**src/pio_pkg.sv**
```systemverilog
// pio_pkg: register map, field widths and option codes of the parallel port block
// assumes one clock domain and a byte-wide register port from the processor
// ---------------------------------------------------------------------------
// ---------------------------------------------------------------------------
package pio_pkg;
    localparam int PIO_ADDR_W = 4;
    localparam int PIO_DATA_W = 8;
    localparam int PIO_IN_W = 7;
    // register offsets
    localparam logic [PIO_ADDR_W-1:0] PIO_FIRST_VALUE = 4'h0;
    localparam logic [PIO_ADDR_W-1:0] PIO_SECOND_VALUE = 4'h1;
    localparam logic [PIO_ADDR_W-1:0] PIO_THIRD_VALUE = 4'h2;
    localparam logic [PIO_ADDR_W-1:0] PIO_INPUT_VALUE = 4'h3;
    localparam logic [PIO_ADDR_W-1:0] PIO_FIRST_DIR = 4'h4;
    localparam logic [PIO_ADDR_W-1:0] PIO_SECOND_DIR = 4'h5;
    localparam logic [PIO_ADDR_W-1:0] PIO_THIRD_DIR = 4'h6;
    localparam logic [PIO_ADDR_W-1:0] PIO_SERIAL_CTRL = 4'h7;
    // reset values
    localparam logic [PIO_DATA_W-1:0] PIO_DIR_RESET = 8'h00;
    localparam logic [PIO_DATA_W-1:0] PIO_ZERO = 8'h00;
    localparam logic [PIO_IN_W-1:0] PIO_IN_ZERO = 7'h00;
    // trigger sensitivity option codes
    localparam logic PIO_TRIG_EDGE = 1'b0;
    localparam logic PIO_TRIG_EDGE_LEVEL = 1'b1;
    // serial override field layout inside the serial control register
    localparam int PIO_SYNC_LSB = 0;
    localparam int PIO_SYNC_W = 4;
    localparam int PIO_ASYNC_LSB = 4;
    localparam int PIO_ASYNC_W = 2;
endpackage

```
**src/pio_ports.sv**
```systemverilog
// pio_ports: three bidirectional byte ports, one input-only port, merged interrupt
// assumes pins synchronous to clk_sys; processor uses simple strobe port
`timescale 1ns/100ps
`default_nettype none
module pio_ports
    import pio_pkg::*;
#(
    parameter logic [PIO_DATA_W-1:0] IRQ_OPTION = 8'h00, // per-pin fabrication choice
    parameter logic TRIG_MODE = PIO_TRIG_EDGE // edge-only or edge-and-level
) (
    // clock and reset
    input wire logic clk_sys,
    input wire logic rst,
    // register port
    input wire logic [pio_pkg::PIO_ADDR_W-1:0] reg_addr,
    input wire logic [pio_pkg::PIO_DATA_W-1:0] reg_wdata,
    input wire logic reg_wr,
    input wire logic reg_rd,
    output logic [pio_pkg::PIO_DATA_W-1:0] reg_rdata,
    // first port pins
    input wire logic [pio_pkg::PIO_DATA_W-1:0] first_in,
    output logic [pio_pkg::PIO_DATA_W-1:0] first_out,
    output logic [pio_pkg::PIO_DATA_W-1:0] first_oe,
    // second port pins
    input wire logic [pio_pkg::PIO_DATA_W-1:0] second_in,
    output logic [pio_pkg::PIO_DATA_W-1:0] second_out,
    output logic [pio_pkg::PIO_DATA_W-1:0] second_oe,
    output logic [pio_pkg::PIO_DATA_W-1:0] second_pullup,
    // third port pins
    input wire logic [pio_pkg::PIO_DATA_W-1:0] third_in,
    output logic [pio_pkg::PIO_DATA_W-1:0] third_out,
    output logic [pio_pkg::PIO_DATA_W-1:0] third_oe,
    // input-only port and serial overrides
    input wire logic [pio_pkg::PIO_IN_W-1:0] fourth_in,
    output logic [pio_pkg::PIO_IN_W-1:0] fourth_oe_allow,
    // external interrupt
    input wire logic irq_pin_n,
    input wire logic irq_ack,
    output logic irq_req
);
    import pio_pkg::*;

    // ---------------------------------------------------------------
    // elaboration checks
    // ---------------------------------------------------------------
    // the serial enables must fit the byte-wide register
    if (PIO_SYNC_W + PIO_ASYNC_W > PIO_DATA_W) begin : g_bad_serial_w
        $error("pio_ports: serial enable field wider than a byte");
    end
    // the input-only port needs a spare top bit in the read byte
    if (PIO_IN_W >= PIO_DATA_W) begin : g_bad_in_w
        $error("pio_ports: input-only port too wide");
    end
    // only the two trigger codes of the package are served
    if (TRIG_MODE != PIO_TRIG_EDGE && TRIG_MODE != PIO_TRIG_EDGE_LEVEL) begin : g_bad_mode
        $error("pio_ports: bad trigger mode");
    end

    // ---------------------------------------------------------------
    // behaviour notes
    // ---------------------------------------------------------------
    // register map
    // - every register is one byte wide; bit n of a port register
    //   belongs to pin n of that port
    // - offsets 0 to 2 hold the three port values, 4 to 6 their
    //   directions, 3 the input-only port and 7 the serial enables
    // - unmapped reads return zero and unmapped writes are dropped
    // reset
    // - the data latches carry no reset: a reset keeps what software
    //   wrote, and a latch never written holds an unknown value
    // - the direction registers clear on reset, so every pin comes up
    //   as an input and nothing is driven until software asks for it
    // - the serial enables clear too, so the input-only pins come up
    //   as plain inputs whatever the serial blocks want
    // pin drive
    // - pin outputs and enables are registered, so a write strobe in
    //   cycle c shows on the pins in cycle c+2
    // - out is masked by direction; an input pin shows zero on out,
    //   which keeps the pad driver quiet whatever the latch holds
    // - writing the latch before the direction keeps the pin from
    //   showing a stale value for a cycle when it turns to output
    // register read
    // - a port read mixes per bit: live pin where the bit is an input,
    //   latch where it is an output
    // - read data stand one cycle after the strobe and are zero
    //   otherwise, so an idle bus reads as zero
    // - the input-only port passes a two-stage synchroniser, so a read
    //   sees the pins as they stood three cycles before the data cycle
    // - the serial enable register only permits the serial blocks to
    //   take over pins; the pins stay inputs of this block regardless
    // interrupt
    // - second-port pins with the interrupt option get a pullup while
    //   they are inputs and join the external request while low
    // - a switch from output to input on such a pin can raise a false
    //   request unless software presets the latch high first
    // - the request latch sets on the rising edge of the merged line;
    //   a set in the cycle of an acknowledge wins over the clear
    // - in edge-and-level mode a line that stays active keeps the
    //   request up after the acknowledge
    // - the request reaches irq_req three cycles after the line rises in edge-only mode, two in edge-and-level mode
    // limitations
    // - pins are taken as synchronous to clk_sys; only the input-only
    //   port is resynchronised, the others feed the read mux directly
    // - a line that is already active when reset releases counts as a
    //   new edge one cycle later

    // ---------------------------------------------------------------
    // registers
    // ---------------------------------------------------------------
    logic [PIO_DATA_W-1:0] first_latch_q; // data latches, not reset
    logic [PIO_DATA_W-1:0] second_latch_q;
    logic [PIO_DATA_W-1:0] third_latch_q;
    logic [PIO_DATA_W-1:0] first_dir_q; // direction registers
    logic [PIO_DATA_W-1:0] second_dir_q;
    logic [PIO_DATA_W-1:0] third_dir_q;
    logic [PIO_SYNC_W+PIO_ASYNC_W-1:0] serial_ctrl_q; // special driver enables
    logic [PIO_IN_W-1:0] fourth_s1_q; // input-only synchroniser stages
    logic [PIO_IN_W-1:0] fourth_s2_q;
    logic wr_hit;
    assign wr_hit = reg_wr;

    // ---------------------------------------------------------------
    // decoded write strobes
    // ---------------------------------------------------------------
    // one strobe per register that is loaded outside the direction case
    logic wr_first_value; // write to the first port value
    logic wr_second_value; // write to the second port value
    logic wr_third_value; // write to the third port value
    logic wr_serial; // write to the serial driver enables
    assign wr_first_value = wr_hit && (reg_addr == PIO_FIRST_VALUE);
    assign wr_second_value = wr_hit && (reg_addr == PIO_SECOND_VALUE);
    assign wr_third_value = wr_hit && (reg_addr == PIO_THIRD_VALUE);
    assign wr_serial = wr_hit && (reg_addr == PIO_SERIAL_CTRL);

    // ---------------------------------------------------------------
    // per-port read views
    // ---------------------------------------------------------------
    logic [PIO_DATA_W-1:0] first_view; // live pin where input, latch where output
    logic [PIO_DATA_W-1:0] second_view; // same mix for the second port
    logic [PIO_DATA_W-1:0] third_view; // same mix for the third port

    // each bit chooses by its own direction bit, so mixed ports read right
    always_comb begin
        first_view = (first_latch_q & first_dir_q) | (first_in & ~first_dir_q);
        second_view = (second_latch_q & second_dir_q) | (second_in & ~second_dir_q);
        third_view = (third_latch_q & third_dir_q) | (third_in & ~third_dir_q);
    end

    // data latches load on any write, whatever the direction
    always_ff @(posedge clk_sys) begin
        if (wr_first_value) begin
            first_latch_q <= reg_wdata;
        end
        if (wr_second_value) begin
            second_latch_q <= reg_wdata;
        end
        if (wr_third_value) begin
            third_latch_q <= reg_wdata;
        end
    end

    // direction registers cleared by reset
    always_ff @(posedge clk_sys or posedge rst) begin
        if (rst) begin
            first_dir_q <= PIO_DIR_RESET;
            second_dir_q <= PIO_DIR_RESET;
            third_dir_q <= PIO_DIR_RESET;
        end else if (wr_hit) begin
            case (reg_addr)
                PIO_FIRST_DIR: first_dir_q <= reg_wdata;
                PIO_SECOND_DIR: second_dir_q <= reg_wdata;
                PIO_THIRD_DIR: third_dir_q <= reg_wdata;
                default: begin
                end
            endcase
        end
    end

    // serial special-function driver enables, off during reset
    always_ff @(posedge clk_sys or posedge rst) begin
        if (rst) begin
            serial_ctrl_q <= '0;
        end else if (wr_serial) begin
            serial_ctrl_q <= reg_wdata[PIO_SYNC_W+PIO_ASYNC_W-1:0];
        end
    end

    // input-only port synchroniser
    always_ff @(posedge clk_sys or posedge rst) begin
        if (rst) begin
            fourth_s1_q <= PIO_IN_ZERO;
            fourth_s2_q <= PIO_IN_ZERO;
        end else begin
            fourth_s1_q <= fourth_in;
            fourth_s2_q <= fourth_s1_q;
        end
    end

    // ---------------------------------------------------------------
    // pin drive
    // ---------------------------------------------------------------
    // all pin controls come from flip-flops so the pads never see a
    // decode glitch; the cost is one extra cycle after the register
    // update. the pullup follows the direction so an output pin never
    // fights its own pullup
    always_ff @(posedge clk_sys or posedge rst) begin
        if (rst) begin
            first_oe <= PIO_ZERO;
            second_oe <= PIO_ZERO;
            third_oe <= PIO_ZERO;
            first_out <= PIO_ZERO;
            second_out <= PIO_ZERO;
            third_out <= PIO_ZERO;
            second_pullup <= PIO_ZERO;
            fourth_oe_allow <= PIO_IN_ZERO;
        end else begin
            first_oe <= first_dir_q;
            second_oe <= second_dir_q;
            third_oe <= third_dir_q;
            first_out <= first_latch_q & first_dir_q;
            second_out <= second_latch_q & second_dir_q;
            third_out <= third_latch_q & third_dir_q;
            second_pullup <= IRQ_OPTION & ~second_dir_q;
            // low four pins go to sync serial, next two to async serial
            fourth_oe_allow <= {1'b0, serial_ctrl_q};
        end
    end

    // ---------------------------------------------------------------
    // register read: pin for inputs, latch for outputs
    // ---------------------------------------------------------------
    always_ff @(posedge clk_sys or posedge rst) begin
        if (rst) begin
            reg_rdata <= PIO_ZERO;
        end else if (reg_rd) begin
            case (reg_addr)
                PIO_FIRST_VALUE: reg_rdata <= first_view;
                PIO_SECOND_VALUE: reg_rdata <= second_view;
                PIO_THIRD_VALUE: reg_rdata <= third_view;
                PIO_INPUT_VALUE: reg_rdata <= {1'b0, fourth_s2_q};
                PIO_FIRST_DIR: reg_rdata <= first_dir_q;
                PIO_SECOND_DIR: reg_rdata <= second_dir_q;
                PIO_THIRD_DIR: reg_rdata <= third_dir_q;
                PIO_SERIAL_CTRL: reg_rdata <= {2'b00, serial_ctrl_q};
                default: reg_rdata <= PIO_ZERO; // unmapped reads zero
            endcase
        end else begin
            reg_rdata <= PIO_ZERO;
        end
    end

    // ---------------------------------------------------------------
    // external interrupt: merge, falling edge latch, synchronise
    // ---------------------------------------------------------------
    logic irq_line; // active-high merged request level
    logic irq_line_q; // previous line level
    logic irq_latch_q; // edge latch
    logic irq_sync_q; // synchronising stage
    // the latch catches the edge at once; the sync stage and the output
    // flop give the request its three-cycle delay in edge-only mode, two in edge-and-level mode. only input pins
    // with the option take part, so an output pin driven low by this
    // block never requests
    // an enabled input pin pulled low requests like the external pin
    assign irq_line = ~irq_pin_n | (|(IRQ_OPTION & ~second_dir_q & ~second_in));

    always_ff @(posedge clk_sys or posedge rst) begin
        if (rst) begin
            irq_line_q <= 1'b0;
            irq_latch_q <= 1'b0;
            irq_sync_q <= 1'b0;
            irq_req <= 1'b0;
        end else begin
            irq_line_q <= irq_line;
            // falling edge of the line (rise of active-high) wins over ack
            if (irq_line && !irq_line_q) begin
                irq_latch_q <= 1'b1;
            end else if (irq_ack) begin
                irq_latch_q <= 1'b0;
            end
            irq_sync_q <= irq_latch_q | ((TRIG_MODE == PIO_TRIG_EDGE_LEVEL) && irq_line);
            irq_req <= irq_sync_q;
        end
    end

    // ---------------------------------------------------------------
    // checks
    // ---------------------------------------------------------------
    a_dir_reset_clear: assert property (@(posedge clk_sys) $fell(rst) |-> first_dir_q == PIO_DIR_RESET && second_dir_q == PIO_DIR_RESET) else $error("direction not cleared");
    a_oe_follows_dir: assert property (@(posedge clk_sys) disable iff (rst)
        (reg_wr && reg_addr == PIO_THIRD_DIR) |-> ##2 third_oe == $past(reg_wdata, 2)) else $error("oe does not follow direction");
    a_latch_loads: assert property (@(posedge clk_sys) disable iff (rst)
        (reg_wr && reg_addr == PIO_FIRST_VALUE) |=> first_latch_q == $past(reg_wdata)) else $error("latch not loaded");
    a_read_mix: assert property (@(posedge clk_sys) disable iff (rst)
        (reg_rd && reg_addr == PIO_SECOND_VALUE) |=> reg_rdata == (($past(second_latch_q) & $past(second_dir_q)) | ($past(second_in) & ~$past(second_dir_q)))) else $error("port read wrong");
    a_dir_readback: assert property (@(posedge clk_sys) disable iff (rst)
        (reg_wr && reg_addr == PIO_FIRST_DIR) ##1 (reg_rd && reg_addr == PIO_FIRST_DIR) |=> reg_rdata == $past(reg_wdata, 2)) else $error("direction readback wrong");
    a_pullup_input: assert property (@(posedge clk_sys) disable iff (rst)
        1'b1 |=> second_pullup == (IRQ_OPTION & ~$past(second_dir_q))) else $error("pullup wrong");
    a_edge_to_req: assert property (@(posedge clk_sys) disable iff (rst)
        (irq_line && !irq_line_q && !irq_ack) |-> ##3 irq_req) else $error("edge not requested");
    a_input_sync: assert property (@(posedge clk_sys) disable iff (rst)
        (reg_rd && reg_addr == PIO_INPUT_VALUE) |=> reg_rdata[PIO_IN_W-1:0] == $past(fourth_in, 3)) else $error("input port read wrong");
    a_serial_off: assert property (@(posedge clk_sys) $fell(rst) |-> fourth_oe_allow == PIO_IN_ZERO) else $error("special drivers on in reset");
    // third direction register also comes out of reset cleared
    a_third_dir_reset: assert property (@(posedge clk_sys)
        $fell(rst) |-> third_dir_q == PIO_DIR_RESET) else $error("third direction not cleared");
    // the first port drives its latch only on output bits
    a_out_masked: assert property (@(posedge clk_sys) disable iff (rst)
        1'b1 |=> first_out == ($past(first_latch_q) & $past(first_dir_q))) else $error("output not masked");
    // the third port drives its latch only on output bits
    a_third_masked: assert property (@(posedge clk_sys) disable iff (rst)
        1'b1 |=> third_out == ($past(third_latch_q) & $past(third_dir_q))) else $error("third output not masked");
    // first port enables follow the direction register one cycle late
    a_first_oe_dir: assert property (@(posedge clk_sys) disable iff (rst)
        1'b1 |=> first_oe == $past(first_dir_q)) else $error("first enable wrong");
    // read data stand only in the cycle after a read strobe
    a_rdata_idle: assert property (@(posedge clk_sys) disable iff (rst)
        !reg_rd |=> reg_rdata == PIO_ZERO) else $error("read data not idle");
    // a direction read returns the register contents
    a_dir_read_first: assert property (@(posedge clk_sys) disable iff (rst)
        (reg_rd && reg_addr == PIO_FIRST_DIR) |=> reg_rdata == $past(first_dir_q)) else $error("direction read wrong");
    // serial enables reach the pin permissions two cycles after the write
    a_serial_follow: assert property (@(posedge clk_sys) disable iff (rst)
        (reg_wr && reg_addr == PIO_SERIAL_CTRL) |-> ##2
        fourth_oe_allow == {1'b0, $past(reg_wdata[PIO_SYNC_W+PIO_ASYNC_W-1:0], 2)})
        else $error("serial enable wrong");
    // the top input-only pin has no serial function and never drives
    a_top_never_drive: assert property (@(posedge clk_sys) disable iff (rst)
        fourth_oe_allow[PIO_IN_W-1] == 1'b0) else $error("top input pin enabled");
    // an acknowledge without a new edge clears the latch
    a_ack_clears: assert property (@(posedge clk_sys) disable iff (rst)
        (irq_ack && !(irq_line && !irq_line_q)) |=> !irq_latch_q) else $error("ack did not clear");
    // an enabled low input pin of the second port sets the latch
    a_merge_pin: assert property (@(posedge clk_sys) disable iff (rst)
        ((|(IRQ_OPTION & ~second_dir_q & ~second_in)) && !irq_line_q) |=> irq_latch_q) else $error("pin not merged");
    // edge-and-level mode keeps the request while the line is active
    a_level_holds: assert property (@(posedge clk_sys) disable iff (rst)
        ((TRIG_MODE == PIO_TRIG_EDGE_LEVEL) && irq_line) |-> ##2 irq_req) else $error("level not held");
    // edge-only mode requests from the latch alone
    a_edge_only: assert property (@(posedge clk_sys) disable iff (rst)
        ((TRIG_MODE == PIO_TRIG_EDGE) && !irq_latch_q) |=> !irq_sync_q) else $error("level leaked in edge mode");
endmodule
`default_nettype wire

```
**config.mk**
```make
export PLATFORM = sky130hd
export DESIGN_NAME = pio_ports
export DESIGN_NICKNAME = d
export VERILOG_FILES = /design/src/pio_pkg.sv /design/src/pio_ports.sv
export SDC_FILE = /design/constraint.sdc
export NUM_CORES = 1
export LEC_CHECK = 0
export BUFFER_PORTS_ARGS = -buffer_cell sky130_fd_sc_hd__buf_2
export CAP_MARGIN = 10
export CORE_MARGIN = 1.5
export CORE_UTILIZATION = 41
export DETAILED_ROUTE_END_ITERATION = 8
export PLACE_DENSITY = 0.75
export SLEW_MARGIN = 20
export SYNTH_ARGS = -nofsm -noshare
export SYNTH_HDL_FRONTEND = slang
export SYNTH_SLANG_ARGS = --single-unit
```
**constraint.sdc**
```tcl
create_clock -name clk_sys -period 2.95 [get_ports clk_sys]
set_clock_uncertainty 0.05 [all_clocks]
set_input_delay 0.295 -clock clk_sys [delete_from_list [all_inputs] [get_ports clk_sys]]
set_output_delay 0.295 -clock clk_sys [all_outputs]
set_load 0.05 [all_outputs]
```
==> summary.txt <==
Pwr
  • Switching part of the total power: 0.305
  • Pwr/cell area: 857 nW/µm²
  • Tot Pwr: roughly 5.5 mW
  • P_int: 3.80 mW
  • Seq pwr share: 0.424
  • Switch Pwr: 1.67 mW
  • Gate power share: 0.202
  • Max VDD drop: between 0.0004 and 0.0005 V
  • Clock share of power: 0.374
  • Pleak: 2.97 nW

Placement
  • GP Congestion: 0.831
  • Final HPWL DP: 7.71 mm
  • Number of port buffers: 111

Die
  • Die area: 12900 µm²
  • Starting Density: 0.420
  • Ports: ~120
  • Total core area: roughly 12000 µm²
  • Die Width: roughly 110 µm
  • Die height: 114 µm
  • Row Count: 40

Route
  • Routed Antenna Nets: 0
  • First drt pass iteration count: 4
  • DRC violations left: 0
  • Routed len/inst: 18.6 µm
  • Vias: 3016
  • Total routed wirelength: about 11 mm
  • Vias per cell: 5.05
  • Initial DRC count: 236

Worst setup path
  • Critical path type: input port to flip-flop
  • Data required, critical path: between 3 and 4 ns
  • Crit. End Element: flip-flop
  • Startpoint Class: input port
  • Max FO, Critical Path: 22
  • Worst EP arrival: 2.01 ns

GRT
  • Antenna violations before repair: 0
  • Largest net degree at the start of global routing: 111
  • Number of global-route vias before repair: 3001
  • First-pass GRT wire length: 17.1 mm
  • GR Overflow Total: 0
  • Total track usage: 0.182

Timing
  • Period utilization: 0.601
  • Max-slew headroom: 0.595
  • Minimum clock period: 1.77 ns
  • Final Hold Fails: 0
  • Worst-Margin Slew: 0.608 ns
  • RSZ-0062 raised after global routing: false
  • Final slew viol count: 0
  • Setup TNS: 0 ns
  • Fmax: 564 MHz
  • Setup violations, final: 0

Run
  • MaxCap Viol Count: 0

Hold path
  • Worst min-delay path class: input port to asynchronous set/reset pin

Clocking
  • Postcts setup bufs: 0
  • TritonCTS clock tree: done
  • Worst skew pair latency: 0.41 ns
  • Root Buffer: clkbuf_16
  • Post_cts resized: 0
  • CTS H-tree lvls: 4
  • CTS Buffer Depth: 2
  • Num CTS Buffers: 17
  • Worst-path clk slew: 0.05 ns
  • Cts hold-fix bufs: 9
  • Clk sinks: 134

Final layout
  • Layout Area Growth over Synthesis: 27.0%
  • Final #Nets: 486
  • Antenna Cells: 0
  • Utilization after layout: 0.533
  • Layout cells sized above 1: 0.471

Synth
  • Sequential-to-total area share from yosys stat: 0.692
  • Synth Instances: 306
  • Distinct cell type count after synthesis: 33
  • #FFs+latches synth: approximately 130
  • Yosys warns: 0
  • Avg Cell Area, Syn: roughly 16 µm²
  • Mapped Area: 5020 µm²

Status
  • Outcome: finished, final reports clean
-- worst max-delay path, stage by stage --
cell and delay (ns):
buf_2 0.35, and3b_1 0.40, and3b_1 0.59, mux2_4 0.35
-- layout make-up --
class                   instances  area, µm²
clock buffers                  26        529
clock inverters                 6       62.6
fillers                       995       5580
inverters                       4       18.8
multi-input cells             157       1430
flip-flops and latches        134       3470
well taps                     147        184
repair buffers                123        681
-- cell usage after synthesis --
cell type | count | share of area
clkbuf_1 | 4 | 0.0030
a31oi_1 | 8 | 0.010
a32oi_1 | 1 | 0.0017
nor3b_1 | 3 | 0.0045
mux2_2 | 52 | 0.12
nor3b_4 | 1 | 0.0037
nand3b_2 | 1 | 0.0022
edfxtp_1 | 24 | 0.14
nand3_1 | 1 | 0.0010
a222oi_1 | 6 | 0.012
buf_2 | 2 | 0.0020
a22oi_1 | 8 | 0.012
and3b_1 | 9 | 0.016
nand2b_1 | 1 | 0.0012
o21ai_0 | 7 | 0.0070
buf_6 | 3 | 0.0067
o22ai_1 | 1 | 0.0012
nor4b_2 | 1 | 0.0030
mux2_4 | 8 | 0.024
and2_1 | 27 | 0.034
o21a_1 | 1 | 0.0015
a21oi_1 | 1 | 0.0010
nor4_4 | 1 | 0.0042
conb_1 | 1 | 0.00075
nand2_2 | 1 | 0.0012
dfrtp_1 | 110 | 0.55
and4bb_2 | 1 | 0.0025
and4b_1 | 1 | 0.0020
buf_4 | 10 | 0.015
nor4b_4 | 1 | 0.0047
inv_1 | 4 | 0.0030
nor4bb_1 | 5 | 0.010
o211ai_1 | 1 | 0.0015
-- per-stage QoR --
| step | setup WS (ns) | hold WS, ns | instances | area (µm²) |
|---|---|---|---|---|
| final | 1.18 | 0.00120 | 597 | 6380 |
| after detailed placement | 0.785 | 0.285 | 556 | 5700 |
| after floorplan | 1.28 | 0.276 | 314 | 5060 |
| after global placement | 0.850 | 0.283 | 556 | 5700 |
| after CTS | 1.24 | 0.0293 | 597 | 6380 |
| after global routing | 1.15 | 0.0494 | 597 | 6380 |
-- path summary, 6_finish.rpt --
path / start / end / slack (ns) / cells past startpoint
max: reg_addr[0] / second_dir_q[0]$_DFFE_PP0P_ / 1.18 / 4
min: rst / second_out[1]$_DFF_PP0_ / 0.001 / 3
max reg2reg: second_dir_q[3]$_DFFE_PP0P_ / reg_rdata[3]$_DFF_PP0_ / 1.48 / 3
min reg2reg: fourth_s1_q[1]$_DFF_PP0_ / fourth_s2_q[1]$_DFF_PP0_ / 0.30 / 0
max in group asynchronous: rst / second_out[6]$_DFF_PP0_ / 2.40 / 3
min in group clk_sys: reg_wdata[1] / second_latch_q[1]$_DFFE_PP_ / 0.10 / 1
-- metal layers --
| layer | routed length (µm) | vias up | GRT usage | part of all wire |
|---|---|---|---|---|
| li1 | - | 1362 | - | - |
| met5 | 0 | - | 0 | 0 |
| met1 | 4890 | 1513 | 0.253 | 0.44 |
| met4 | 65 | 0 | 0.0633 | 0.0058 |
| met2 | 5340 | 137 | 0.271 | 0.48 |
| met3 | 828 | 4 | 0.0569 | 0.074 |
-- kinds of logic (layout without fill, tap and decap cells) --
group	Yosys count	in the layout	share of synthesized area
multiplexers	60	60	0.141
AND/OR/NAND/NOR	54	54	0.0897
buffers and inverters	23	159	0.0296
flip-flops	134	134	0.692
other	1	9	0.000747
AO/OA/AOI/OAI	34	34	0.0478
-- layout by cell type (no fill, tap or decap), drive strengths merged --
master and instances:
and4b 1, a222oi 6, inv 5, o22ai 1
conb 9, o211ai 1, a21oi 1, a32oi 1
nor3b 4, bufinv 1, a31oi 8, dlygate4sd3 9
clkbuf 26, and3b 9, nor4 1, nand3b 1
and4bb 1, nand2b 1, clkinv 1, mux2 60
a22oi 8, nor4bb 5, dfrtp 110, buf 114
edfxtp 24, nor4b 2, nand2 1, o21a 1
o21ai 7, clkinvlp 3, nand3 1, and2 27
-- power by group through the flow --
stage | Clock, mW | Sequential, mW | Combinational [mW]
3_5_place_dp | 0 | 2.35 | 1.10
4_1_cts | 2.08 | 2.33 | 1.11
6_report | 2.04 | 2.32 | 1.10
2_1_floorplan | 0 | 2.81 | 0.335
3_3_place_gp | 0 | 2.35 | 1.09
5_1_grt | 2.17 | 2.35 | 1.15
(Power assumes the default switching activity.)
